===== src/synth_loader_pkg.sv =====
// Constants for the serial register loader of the fractional-N synthesizer
// Notes on behaviour
// - Every programming word is 24 bits, fully shifted before any latch commit.
// - Bits arrive MSB first; last bit before the strobe is word bit 0.
// - Rising latch strobe copies the shift register into the addressed latch.
// - Low four bits address; bit0 zero means latch 0, else bits 3..1 pick 0..7.
// - Latch 0 holds 23 data bits: 11-bit integer over 12-bit numerator; others 20.
// - Writing latch 0 reinitialises lock detector and fast-lock circuitry.
// - That reinitialisation clears the lock counter and loads the fast-lock counter with all ones.
// - Modulator order field: 0 fourth, 2 second, 3 third order.
// - Dither field: 0 off, 1 weak, 2 strong.
// - Latch 2 (code 0101) holds 19-bit aux N value and aux power-down in bit 23.
package synth_loader_pkg;
  localparam int WORD_W = 24;
  localparam int ADDR_W = 4;
  localparam int NUM_LATCH = 8;
  localparam int LIDX_W = 3;
  // Latch 0 layout
  localparam int INT_DIV_LSB = 13;
  localparam int INT_DIV_W = 11;
  localparam int FRAC_NUM_LSB = 1;
  localparam int FRAC_NUM_W = 12;
  // Latch 1 layout
  localparam int MAIN_PD_BIT = 23;
  localparam int PRESC_BIT = 22;
  localparam int REF_DIV_LSB = 16;
  localparam int REF_DIV_W = 6;
  localparam int FRAC_DEN_LSB = 4;
  localparam int FRAC_DEN_W = 12;
  // Latch 2 layout
  localparam int AUX_PD_BIT = 23;
  localparam int AUX_N_LSB = 4;
  localparam int AUX_N_W = 19;
  // Latch 3 layout
  localparam int ACCESS_LSB = 20;
  localparam int ACCESS_W = 4;
  localparam int PUMP_GAIN_LSB = 16;
  localparam int PUMP_GAIN_W = 4;
  localparam int AUX_REF_LSB = 4;
  localparam int AUX_REF_W = 12;
  // Latch 4 layout: dither and modulator order
  localparam int DITHER_LSB = 16;
  localparam int MOD_ORDER_LSB = 14;
  localparam int FIELD2_W = 2;
  // Reset value and lock counter width
  localparam logic [WORD_W-1:0] LATCH_RESET = 24'h000000;
  localparam logic [3:0] LOCK_CNT_W = 4'hc;
  typedef enum logic [1:0] {
    MOD_FOURTH = 2'b00,
    MOD_RSVD = 2'b01,
    MOD_SECOND = 2'b10,
    MOD_THIRD = 2'b11
  } mod_order_type;
  typedef enum logic [1:0] {
    DITHER_STRENGTH_OFF = 2'b00,
    DITHER_STRENGTH_WEAK = 2'b01,
    DITHER_STRENGTH_STRONG = 2'b10,
    DITHER_STRENGTH_RSVD = 2'b11
  } dither_type;
endpackage : synth_loader_pkg


===== src/synth_serial_register_loader.sv =====
// Serial shift register, latch decode and divider-write reinitialisation
`timescale 1ns/100ps
`default_nettype none
module synth_serial_register_loader
  import synth_loader_pkg::*;
#(
  parameter int LOCK_CNT_BITS = 12
) (
  // Clock and reset
  input wire logic clock_in,
  input wire logic rst_in,
  // Serial link pins
  input wire logic serial_clk_in,
  input wire logic serial_data_in,
  input wire logic latch_strobe_in,
  // Status from loop logic
  input wire logic lock_sample_in,
  // Main loop controls
  output logic [INT_DIV_W-1:0] main_integer_divider_out,
  output logic [FRAC_NUM_W-1:0] main_frac_numerator_out,
  output logic [FRAC_DEN_W-1:0] main_frac_denominator_out,
  output logic [REF_DIV_W-1:0] main_ref_divider_out,
  output logic main_power_down_out,
  output logic main_prescaler_sel_out,
  // Auxiliary loop controls
  output logic [AUX_N_W-1:0] aux_divider_out,
  output logic aux_power_down_out,
  output logic [AUX_REF_W-1:0] aux_ref_divider_out,
  output logic [PUMP_GAIN_W-1:0] pump_gain_sel_out,
  // Modulator controls
  output logic [FIELD2_W-1:0] modulator_order_sel_out,
  output logic [FIELD2_W-1:0] dither_strength_out,
  // Status and events
  output logic lock_detect_out,
  output logic fastlock_active_out,
  output logic [NUM_LATCH-1:0] latch_written_out
);

  // Three-stage synchronisers; edges judged on stages two and three
  logic [2:0] sclk_sync_r;
  logic [2:0] sdata_sync_r;
  logic [2:0] strobe_sync_r;
  logic sclk_level_r;
  logic strobe_level_r;
  logic sclk_rise;
  logic strobe_rise;

  // Word being shifted and the eight latches
  logic [WORD_W-1:0] shift_r;
  logic [WORD_W-1:0] latch_r [NUM_LATCH];

  // Decode and write strobes
  logic [LIDX_W-1:0] latch_sel;
  logic [NUM_LATCH-1:0] latch_we;

  // Counters that a divider write restarts
  logic [LOCK_CNT_BITS-1:0] lock_cnt_r;
  logic [LOCK_CNT_BITS-1:0] fast_cnt_r;
  logic div_write;

  // Serial clock pin; a glitch shorter than one cycle never counts
  always_ff @(posedge clock_in or posedge rst_in) begin
    if (rst_in) begin
      sclk_sync_r <= 3'h0;
      sclk_level_r <= 1'b0;
    end else begin
      sclk_sync_r <= {sclk_sync_r[1:0], serial_clk_in};
      if (sclk_sync_r[1] == sclk_sync_r[2]) begin
        sclk_level_r <= sclk_sync_r[2];
      end
    end
  end

  // Serial data pin; only looked at on a serial clock rise
  always_ff @(posedge clock_in or posedge rst_in) begin
    if (rst_in) begin
      sdata_sync_r <= 3'h0;
    end else begin
      sdata_sync_r <= {sdata_sync_r[1:0], serial_data_in};
    end
  end

  // Latch strobe pin
  always_ff @(posedge clock_in or posedge rst_in) begin
    if (rst_in) begin
      strobe_sync_r <= 3'h0;
      strobe_level_r <= 1'b0;
    end else begin
      strobe_sync_r <= {strobe_sync_r[1:0], latch_strobe_in};
      if (strobe_sync_r[1] == strobe_sync_r[2]) begin
        strobe_level_r <= strobe_sync_r[2];
      end
    end
  end

  // Data taken from stage three, so host must hold data around the edge
  assign sclk_rise = sclk_sync_r[1] & sclk_sync_r[2] & ~sclk_level_r;
  assign strobe_rise = strobe_sync_r[1] & strobe_sync_r[2] & ~strobe_level_r;

  // Shift register keeps the most recent 24 bits, MSB first
  always_ff @(posedge clock_in or posedge rst_in) begin
    if (rst_in) begin
      shift_r <= LATCH_RESET;
    end else if (sclk_rise) begin
      shift_r <= {shift_r[WORD_W-2:0], sdata_sync_r[2]};
    end
  end

  // Address decode
  always_comb begin
    if (!shift_r[0]) begin
      latch_sel = 3'h0;
    end else begin
      latch_sel = shift_r[3:1];
    end
  end

  genvar g;
  generate
    for (g = 0; g < NUM_LATCH; g++) begin : g_latch
      assign latch_we[g] = strobe_rise && (latch_sel == LIDX_W'(g));
      always_ff @(posedge clock_in or posedge rst_in) begin
        if (rst_in) begin
          latch_r[g] <= LATCH_RESET;
        end else if (latch_we[g]) begin
          latch_r[g] <= shift_r;
        end
      end
    end
  endgenerate

  assign div_write = latch_we[0];

  // Main loop fields, one cycle behind their latch
  always_ff @(posedge clock_in or posedge rst_in) begin
    if (rst_in) begin
      main_integer_divider_out <= '0;
      main_frac_numerator_out <= '0;
      main_frac_denominator_out <= '0;
      main_ref_divider_out <= '0;
      main_power_down_out <= 1'b0;
      main_prescaler_sel_out <= 1'b0;
    end else begin
      main_integer_divider_out <= latch_r[0][INT_DIV_LSB +: INT_DIV_W];
      main_frac_numerator_out <= latch_r[0][FRAC_NUM_LSB +: FRAC_NUM_W];
      main_frac_denominator_out <= latch_r[1][FRAC_DEN_LSB +: FRAC_DEN_W];
      main_ref_divider_out <= latch_r[1][REF_DIV_LSB +: REF_DIV_W];
      main_power_down_out <= latch_r[1][MAIN_PD_BIT];
      main_prescaler_sel_out <= latch_r[1][PRESC_BIT];
    end
  end

  // Auxiliary loop fields
  always_ff @(posedge clock_in or posedge rst_in) begin
    if (rst_in) begin
      aux_divider_out <= '0;
      aux_power_down_out <= 1'b0;
      aux_ref_divider_out <= '0;
      pump_gain_sel_out <= '0;
    end else begin
      aux_divider_out <= latch_r[2][AUX_N_LSB +: AUX_N_W];
      aux_power_down_out <= latch_r[2][AUX_PD_BIT];
      aux_ref_divider_out <= latch_r[3][AUX_REF_LSB +: AUX_REF_W];
      pump_gain_sel_out <= latch_r[3][PUMP_GAIN_LSB +: PUMP_GAIN_W];
    end
  end

  // Modulator fields; reserved codes pass through unchanged
  always_ff @(posedge clock_in or posedge rst_in) begin
    if (rst_in) begin
      modulator_order_sel_out <= '0;
      dither_strength_out <= '0;
    end else begin
      modulator_order_sel_out <= latch_r[4][MOD_ORDER_LSB +: FIELD2_W];
      dither_strength_out <= latch_r[4][DITHER_LSB +: FIELD2_W];
    end
  end

  // Write pulse leads the fields by one cycle
  always_ff @(posedge clock_in or posedge rst_in) begin
    if (rst_in) begin
      latch_written_out <= '0;
    end else begin
      latch_written_out <= latch_we;
    end
  end

  // Lock detector: counts consecutive good samples; a divider write or a bad sample clears it
  always_ff @(posedge clock_in or posedge rst_in) begin
    if (rst_in) begin
      lock_cnt_r <= '0;
      lock_detect_out <= 1'b0;
    end else if (div_write) begin
      lock_cnt_r <= '0;
      lock_detect_out <= 1'b0;
    end else if (!lock_sample_in) begin
      lock_cnt_r <= '0;
      lock_detect_out <= 1'b0;
    end else if (lock_cnt_r != '1) begin
      lock_cnt_r <= lock_cnt_r + 1'b1;
    end else begin
      lock_detect_out <= 1'b1;
    end
  end

  // Fast-lock window restarts on each divider write, then runs out
  always_ff @(posedge clock_in or posedge rst_in) begin
    if (rst_in) begin
      fast_cnt_r <= '0;
      fastlock_active_out <= 1'b0;
    end else if (div_write) begin
      fast_cnt_r <= '1;
      fastlock_active_out <= 1'b1;
    end else if (fast_cnt_r != '0) begin
      fast_cnt_r <= fast_cnt_r - 1'b1;
      fastlock_active_out <= (fast_cnt_r != LOCK_CNT_BITS'(1));
    end else begin
      fastlock_active_out <= 1'b0;
    end
  end

endmodule : synth_serial_register_loader
`default_nettype wire


===== config.mk =====
export PLATFORM = sky130hd
export DESIGN_NAME = synth_serial_register_loader
export DESIGN_NICKNAME = d
export VERILOG_FILES = /design/src/synth_loader_pkg.sv /design/src/synth_serial_register_loader.sv
export SDC_FILE = /design/constraint.sdc
export NUM_CORES = 1
export LEC_CHECK = 0
export BUFFER_PORTS_ARGS = -buffer_cell sky130_fd_sc_hd__buf_2
export CORE_AREA = 3 3 114 171
export DETAILED_ROUTE_END_ITERATION = 8
export DIE_AREA = 0 0 117 174
export GPL_TIMING_DRIVEN = 0
export PLACE_DENSITY_LB_ADDON = 0.05
export SETUP_SLACK_MARGIN = 0.1
export SYNTH_ARGS = -nofsm -noshare
export SYNTH_HDL_FRONTEND = slang
export SYNTH_SLANG_ARGS = --single-unit

===== constraint.sdc =====
create_clock -name clock_in -period 8.6 [get_ports clock_in]
set_clock_uncertainty 0.15 [all_clocks]
set_input_delay 0.43 -clock clock_in [delete_from_list [all_inputs] [get_ports clock_in]]
set_output_delay 0.43 -clock clock_in [all_outputs]
set_load 0.05 [all_outputs]

==> results of run 1 <==
-- layout by cell type, fill, tap and decap left out, types with 2 or more instances in the layout --
master	synthesis	final
dfrtp_1	235	235
buf_2	5	103
nand2_1	83	83
mux2_2	67	67
clkbuf_16	0	23
nor2_1	21	21
mux2_4	17	17
clkbuf_1	11	15
inv_1	10	9
nand3_1	8	8
nor4_1	7	7
o21ai_0	7	7
nor3_1	6	6
a21oi_1	6	6
ha_1	6	6
and4_1	5	5
a31oi_1	5	5
clkinv_2	0	5
clkbuf_8	0	5
or4_1	4	4
a211oi_1	4	4
dlygate4sd3_1	0	4
xnor2_1	3	3
mux2i_1	3	3
o211ai_1	3	3
buf_6	2	2
mux2_1	2	2
nand2b_1	2	2
o31ai_1	2	2
nor3_2	2	2
nand4b_1	2	2
nand4_1	2	2
nor3b_1	2	2
and3_1	2	2
bufinv_16	0	2
-- flip-flops by register name (all words and copies together) (netlist names), 2 cells and up --
| signal | cells |
|---|---|
| sdata_sync_r | 3 |
| fast_cnt_r | 12 |
| modulator_order_sel_out | 2 |
| sclk_sync_r | 3 |
| aux_ref_divider_out | 12 |
| shift_r | 24 |
| main_frac_denominator_out | 12 |
| dither_strength_out | 2 |
| pump_gain_sel_out | 4 |
| latch_written_out | 8 |
| main_frac_numerator_out | 12 |
| aux_divider_out | 19 |
| lock_cnt_r | 12 |
| main_integer_divider_out | 11 |
| main_ref_divider_out | 6 |
| strobe_sync_r | 3 |
| latch_r | 83 |
-- layout make-up --
| type | instances | share of cell area [%] |
|---|---|---|
| flip-flops and latches | 235 | 60.5 |
| multi-input cells | 285 | 21.7 |
| clock buffers | 32 | 6.78 |
| repair buffers | 103 | 5.74 |
| well taps | 217 | 2.79 |
| plain buffers | 19 | 0.991 |
| clock inverters | 8 | 0.965 |
| inverters | 11 | 0.502 |
-- critical path, cell delays in order (launching register included) --
cell and delay, ns:
dfrtp_1 0.36, ha_1 0.14, nor2b_2 0.20, nand2_2 0.11, nor3_2 0.67, buf_4 0.35, mux2_2 0.36
-- power by group --
group          internal [mW]  switching (mW)
registers               1.20          0.0757
clock network          0.594           0.401
logic                  0.102           0.220
-- timing repair --
action	CTS	global route
endpoints found under the setup margin	0	0
endpoints found under the hold margin	104	0
hold buffers	4	0
setup buffers	0	0
-- layer usage --
metal  global-route usage (%)  up-vias  wire length (um)  part of all wire (%)
met5                        0        -                 0                     0
met3                     2.54       29               605                   4.0
met4                     4.54        0               360                   2.4
met1                     19.3     2347              6230                    41
met2                     26.4       88              7910                    52
li1                         -     2136                 -                     -
-- cells by family (layout without fill, tap and decap cells) --
kind of cell,count (synthesis),count (layout)
compound gates,30,30
xor+xnor,4,4
fa+ha+maj,6,6
buf+inv,30,173
flops,235,235
mux,89,89
simple gates,156,156
-- worst max path at each step --
stage,from,endpoint,cells after the start
2_1_floorplan,rst_in,aux_divider_out[0],1
3_3_place_gp,rst_in,main_frac_denominator_out[6],2
3_5_place_dp,strobe_sync_r[1],latch_r[101],6
4_1_cts,strobe_sync_r[1],latch_r[101],6
5_1_grt,strobe_sync_r[1],latch_r[101],6
6_report,strobe_sync_r[1],latch_r[101],6
-- metrics by stage --
step,total power [mW],std cells,hold WS [ns],TNS (ns)
finish,2.60,910,0.0864,0
global placement,1.62,865,0.185,-121.37
CTS,2.64,910,0.0693,0
floorplan,1.53,550,0.181,0
detailed placement,1.63,866,0.185,0
global route,2.71,910,0.101,0
==> key figures, run 1 <==
Status
  – Status: finished, final reports clean

Route
  – Drt first pass iters: 4
  – Vias/cell: 5.05
  – Antenna Nets Post-Route: 0
  – Initial DRC count: 261
  – Vias: between 4000 and 5000
  – Remaining DRCs: 0
  – Final WL: 15100 um
  – Routed WL per cell: 16.6 um

Global routing
  – Largest net degree at the start of global routing: 135
  – Vias in the first global route: 4805
  – GR Util All Layers: around 15%
  – First-pass GRT wire length: 24900 um
  – Remaining Overflow, GRT: 0
  – Initial antenna violation count: 0

Clock tree
  – Worst skew pair latency: around 0.5 ns
  – Clock transition at path regs: approximately 0.06 ns
  – Htree depth: 1
  – Cts repair resizes: 0
  – CTS buffer count: 23
  – Longest Clk Path Bufs: 3
  – CTS tree: done
  – Root buffer cell: clkbuf_16
  – Clock sink count: 235

Min path
  – Hold Path Cell Cnt: 3
  – Hold endpoint: lock_cnt_r[11]
  – Worst Hold Class: primary input to register
  – Hold_sp: lock_sample_in

Cells and area
  – Multi-input gate area: 2110 um2
  – Diode count: 0
  – FF+latch area: 5880 um2
  – Final net count: 690
  – Area Overhead vs Synth: 19.6%
  – Final Cell Area: 9720 um2
  – Fillers: around 1500
  – Util after Layout: 54.0%
  – Layout cells sized above 1: 34.2%

STA
  – Crit path time final: 2.46 ns
  – Fmax achieved: 407 MHz
  – Slew @ Worst Pin: 0.813 ns
  – RSZ-0062 raised after global routing: no
  – Final Max Tran Viols: 0
  – Final hold viol count: 0
  – Slew HR: 45.5%
  – Final Setup Violations: 0
  – Final period util: 28.6%
  – Final setup margin: 6.14 ns

Worst setup path
  – Critical path class: register to register
  – Required @ worst endpoint: 8.83 ns
  – Worst r2r src: strobe_sync_r[1]
  – R2R setup slack: 6.14 ns
  – Max FO, Critical Path: 10
  – R2R cell count: 6
  – Reg2reg end: latch_r[101]
  – Worst Setup Start Kind: register
  – Crit end category: register
  – Arr. time, crit path: 2.69 ns

Run
  – MaxCap Viol Count: 0

Floorplanning
  – Chip Width: 117 um
  – Initial Utilization: 45.1%
  – FP Rows: 60
  – I/O pins: 99
  – Die Span Y: between 150 and 200 um
  – Core area: around 18000 um2
  – Die ar.: 20400 um2

Yosys
  – Syn_nets: between 500 and 600
  – Synth top area share: between 70 and 80%
  – Post-Synth Adder-Cell Area: 0.923%
  – Synth Area in XOR/XNOR: less than 1%
  – Synth cell count leaders: 235 x dfrtp_1, 83 x nand2_1, 67 x mux2_2
  – Simple-gate share of the synthesized area: approximately 9.2%
  – Post-synthesis mux area share: 13.1%
  – Syn Inst Count: 550
  – Mapped Area: 8130 um2
  – Most common cell in the netlist: dfrtp_1
  – Area contributors post-synth: dfrtp_1 72%, mux2_2 9.3%, nand2_1 3.8%, mux2_4 3.1%, nor2_1 0.97%
  – Synth Area in Compound Gates: about 2.3%
  – Syn. warnings: 0
  – Sequential area share after synthesis: 72.3%
  – Asr flop ratio synth: between 90% and 100%
  – EDFF count, synth: 0
  – Syn avg cell area: 14.8 um2
  – Seq cells post-synth: 235
  – Largest family of logic cells by synthesized area: multiplexers
  – Cell taking the most area after synthesis: dfrtp_1
  – Synth Flop Type: dfrtp_1
  – Count of cell types in the netlist: 46

Placed design
  – Final Wtd Congestion: 0.765
  – DP Area: 8930 um2
  – PortBufs: 98
  – Pre-CTS setup slack: a little over 6 ns
  – Hpwl dp: 9780 um

Pwr
  – Leakage: 5.15 nW
  – VDD IR-drop max: 194 uV
  – PD cells: between 200 and 300 nW/um2
(Power assumes the default switching activity.)
==> run 2: changes to the inputs <==
clock period = 2.07 ns   (was 8.6 ns; I/O delays follow)
==> run 2 against run 1 <==
Net effect: the flow now finishes with violations (setup timing); first-iteration DRC count down 19%; global-route usage about the same; register-to-register slack worse by 6.2 ns; sequential share of layout area down 2.3 points; clock power rose to 4.5 times the previous value; non-clock buffer count up 12; sequential power rose to 4.2 times the previous value; critical path type unchanged; critical endpoint is now latch_r[138].
==> key figures, run 2 (synthesized netlist as in run 1, its figures left out) <==
Placed design
  – Placed cells: 871 (was 866)
  – PortBufs: 98 (unchanged)
  – DP Area: 9020 um2 (was 8930 um2)
  – Pre-CTS setup slack: -0.417 ns (was 6.10 ns)
  – Final Wtd Congestion: 0.778 (was 0.765)
  – Hpwl dp: 10100 um (was 9780 um)

STA
  – Final period util: 101% (was 28.6%)
  – Final Max Tran Viols: 0 (unchanged)
  – Hold Slack: 0.0320 ns (was 0.0864 ns)
  – Slew @ Worst Pin: 0.707 ns (was 0.813 ns)
  – Final setup margin: -0.0152 ns (was 6.14 ns)
  – Fmax achieved: 480 MHz (was 407 MHz)
  – Final Setup Violations: 10 (was 0)
  – Final hold viol count: 0 (unchanged)
  – Slew HR: 52.6% (was 45.5%)
  – Crit path time final: 2.09 ns (was 2.46 ns)
  – Post-route setup TNS: -0.0583 ns (was 0 ns)
  – RSZ-0062 raised after global routing: yes (was no)

Pwr
  – Leakage: 5.36 nW (was 5.15 nW)
  – PD cells: 1110 nW/um2 (was 267 nW/um2)
  – Clock network power share: 39.6% (was 38.3%)
  – Flop pwr share: 47.9% (was 49.3%)
  – Comb pwr share: 12.5% (was 12.4%)
  – VDD IR-drop max: 637 uV (was 194 uV)
  – Pint: 8.22 mW (was 1.90 mW)
  – Switching share of power: 26.7% (was 26.8%)
  – Overall power: 11.2 mW (was 2.60 mW)
  – Sw power: 3.00 mW (was 697 uW)

Clock tree
  – Htree depth: 1 (unchanged)
  – Root buffer cell: clkbuf_16 (unchanged)
  – Worst skew pair latency: 0.49 ns (was 0.50 ns)
  – Clock sink count: 235 (unchanged)
  – CTS buffer count: 23 (unchanged)
  – CTS tree: done (unchanged)
  – Longest Clk Path Bufs: 3 (unchanged)
  – Clock transition at path regs: 0.06 ns (about the same)

Global routing
  – GR Util All Layers: 15.2% (about the same)
  – First-pass GRT wire length: 24900 um (about the same)
  – Largest net degree at the start of global routing: 44 (was 135)
  – Remaining Overflow, GRT: 0 (unchanged)
  – Initial antenna violation count: 0 (unchanged)
  – Vias in the first global route: 4748 (was 4805)

Route
  – Vias: 4592 (was 4600)
  – Top layer in use: met4 (unchanged)
  – WL met1: 6400 um (was 6230 um)
  – Vias/cell: 4.97 (was 5.05)
  – Remaining DRCs: 0 (unchanged)
  – Met2 wire length: 7980 um (was 7910 um)
  – DR WL met3: 603 um (was 605 um)
  – Initial DRC count: 211 (was 261)
  – Drt first pass iters: 4 (unchanged)
  – Final WL: 15300 um (was 15100 um)
  – Antenna Nets Post-Route: 0 (unchanged)
  – Routed WL per cell: 16.5 um (was 16.6 um)

Floorplanning
  – I/O pins: 99 (unchanged)
  – Die ar.: 20400 um2 (unchanged)
  – FP Rows: 60 (unchanged)
  – Initial Utilization: 45.1% (unchanged)
  – Die Span Y: 174 um (unchanged)
  – Chip Width: 117 um (unchanged)
  – Core area: 18000 um2 (unchanged)

Cells and area
  – Top reg by flops: latch_r (unchanged)
  – Commonest non-fill, non-tap cell in the layout: dfrtp_1 (unchanged)
  – Non-filler cells, final: 924 (was 910)
  – Final Cell Area: 10100 um2 (was 9720 um2)
  – Util after Layout: 56.1% (was 54.0%)
  – Max reg flops: 83 (unchanged)
  – Multi-input gate area: 2210 um2 (was 2110 um2)
  – FF+latch area: 5880 um2 (unchanged)
  – Final net count: 703 (was 690)
  – Largest regs: latch_r (83), shift_r (24), aux_divider_out (19) (unchanged)
  – Area Overhead vs Synth: 24.4% (was 19.6%)
  – Diode count: 0 (unchanged)
  – Layout cells sized above 1: 38.6% (was 34.2%)
  – Fillers: 1503 (was 1547)
  – Most frequent cells in the layout: 235 x dfrtp_1, 99 x buf_2, 82 x nand2_1 (was 235 x dfrtp_1, 103 x buf_2, 83 x nand2_1)

Worst setup path
  – Slowest cell delay on critical path: 0.58 ns (was 0.67 ns)
  – Required @ worst endpoint: 2.30 ns (was 8.83 ns)
  – Reg2reg end: latch_r[138] (was latch_r[101])
  – Max FO, Critical Path: 10 (unchanged)
  – WP buf/inv: 1 (unchanged)
  – R2R cell count: 6 (unchanged)
  – R2R setup slack: -0.02 ns (was 6.14 ns)
  – Critical path class: register to register (unchanged)
  – CP Cell Sequence: ha_1 > nor2b_4 > nand2_4 > or4b_4 > buf_12 > mux2_1 (was ha_1 > nor2b_2 > nand2_2 > nor3_2 > buf_4 > mux2_2)
  – Crit end category: register (unchanged)
  – Delay-heaviest family, CP: simple AND/OR/NAND/NOR gates (unchanged)
  – Worst Setup Start Kind: register (unchanged)
  – Slowest library cell on the worst path: or4b_4 (was nor3_2)
  – Worst r2r src: strobe_sync_r[2] (was strobe_sync_r[1])
  – Arr. time, crit path: 2.31 ns (was 2.69 ns)

Status
  – Failing checks: setup timing
  – Status: finished with violations (was finished, final reports clean)

Run
  – MaxCap Viol Count: 0 (unchanged)

Min path
  – Worst Hold Class: primary input to async pin (was primary input to register)
## run 2: what timing repair did
item,in CTS,in global routing
setup endpoints to repair,118,144
setup buffers,3,3
gates cloned,0,2
pin swaps,5,3
hold endpoints to repair,48,0
hold buffers,5,0
resized for setup,26,23
## run 2: per-layer routing
layer,track usage [%],up-vias
li1,-,2162
met1,19.6,2311
met2,26.6,94
met3,2.40,25
met4,3.92,0
met5,0,-
## run 2: worst max path at each step
stage / startpoint / end / slack (ns) / cells past startpoint
3_5_place_dp: strobe_sync_r[2] / latch_r[101] / -0.42 / 6
4_1_cts: strobe_sync_r[2] / latch_r[138] / -0.05 / 6
6_report: strobe_sync_r[2] / latch_r[138] / -0.02 / 6
3_3_place_gp: rst_in / lock_detect_out / -2.43 / 2
5_1_grt: strobe_sync_r[1] / latch_r[138] / -0.11 / 6
2_1_floorplan: rst_in / aux_divider_out[0] / -1.26 / 1
## run 2: cell type report
class / count / area share (%)
inverters: 11 / 0.470
clock buffers: 26 / 6.00
plain buffers: 18 / 1.44
flip-flops and latches: 235 / 58.2
repair buffers: 116 / 7.25
clock inverters: 15 / 2.10
multi-input cells: 285 / 21.9
well taps: 217 / 2.68
repair inverters: 1 / 0.0495
## run 2: worst min-delay path, delay by kind of cell
kind     cells  cell delay, ns
buf+inv      3            0.98
## run 2: power groups by stage
stage / clock, mW / combinational [mW] / sequential, mW
after global routing: 4.76 / 1.52 / 5.43
after detailed placement: 0 / 1.37 / 5.41
after floorplan: 0 / 0.629 / 5.73
after global placement: 0 / 1.31 / 5.40
after CTS: 4.58 / 1.43 / 5.34
final: 4.45 / 1.40 / 5.37
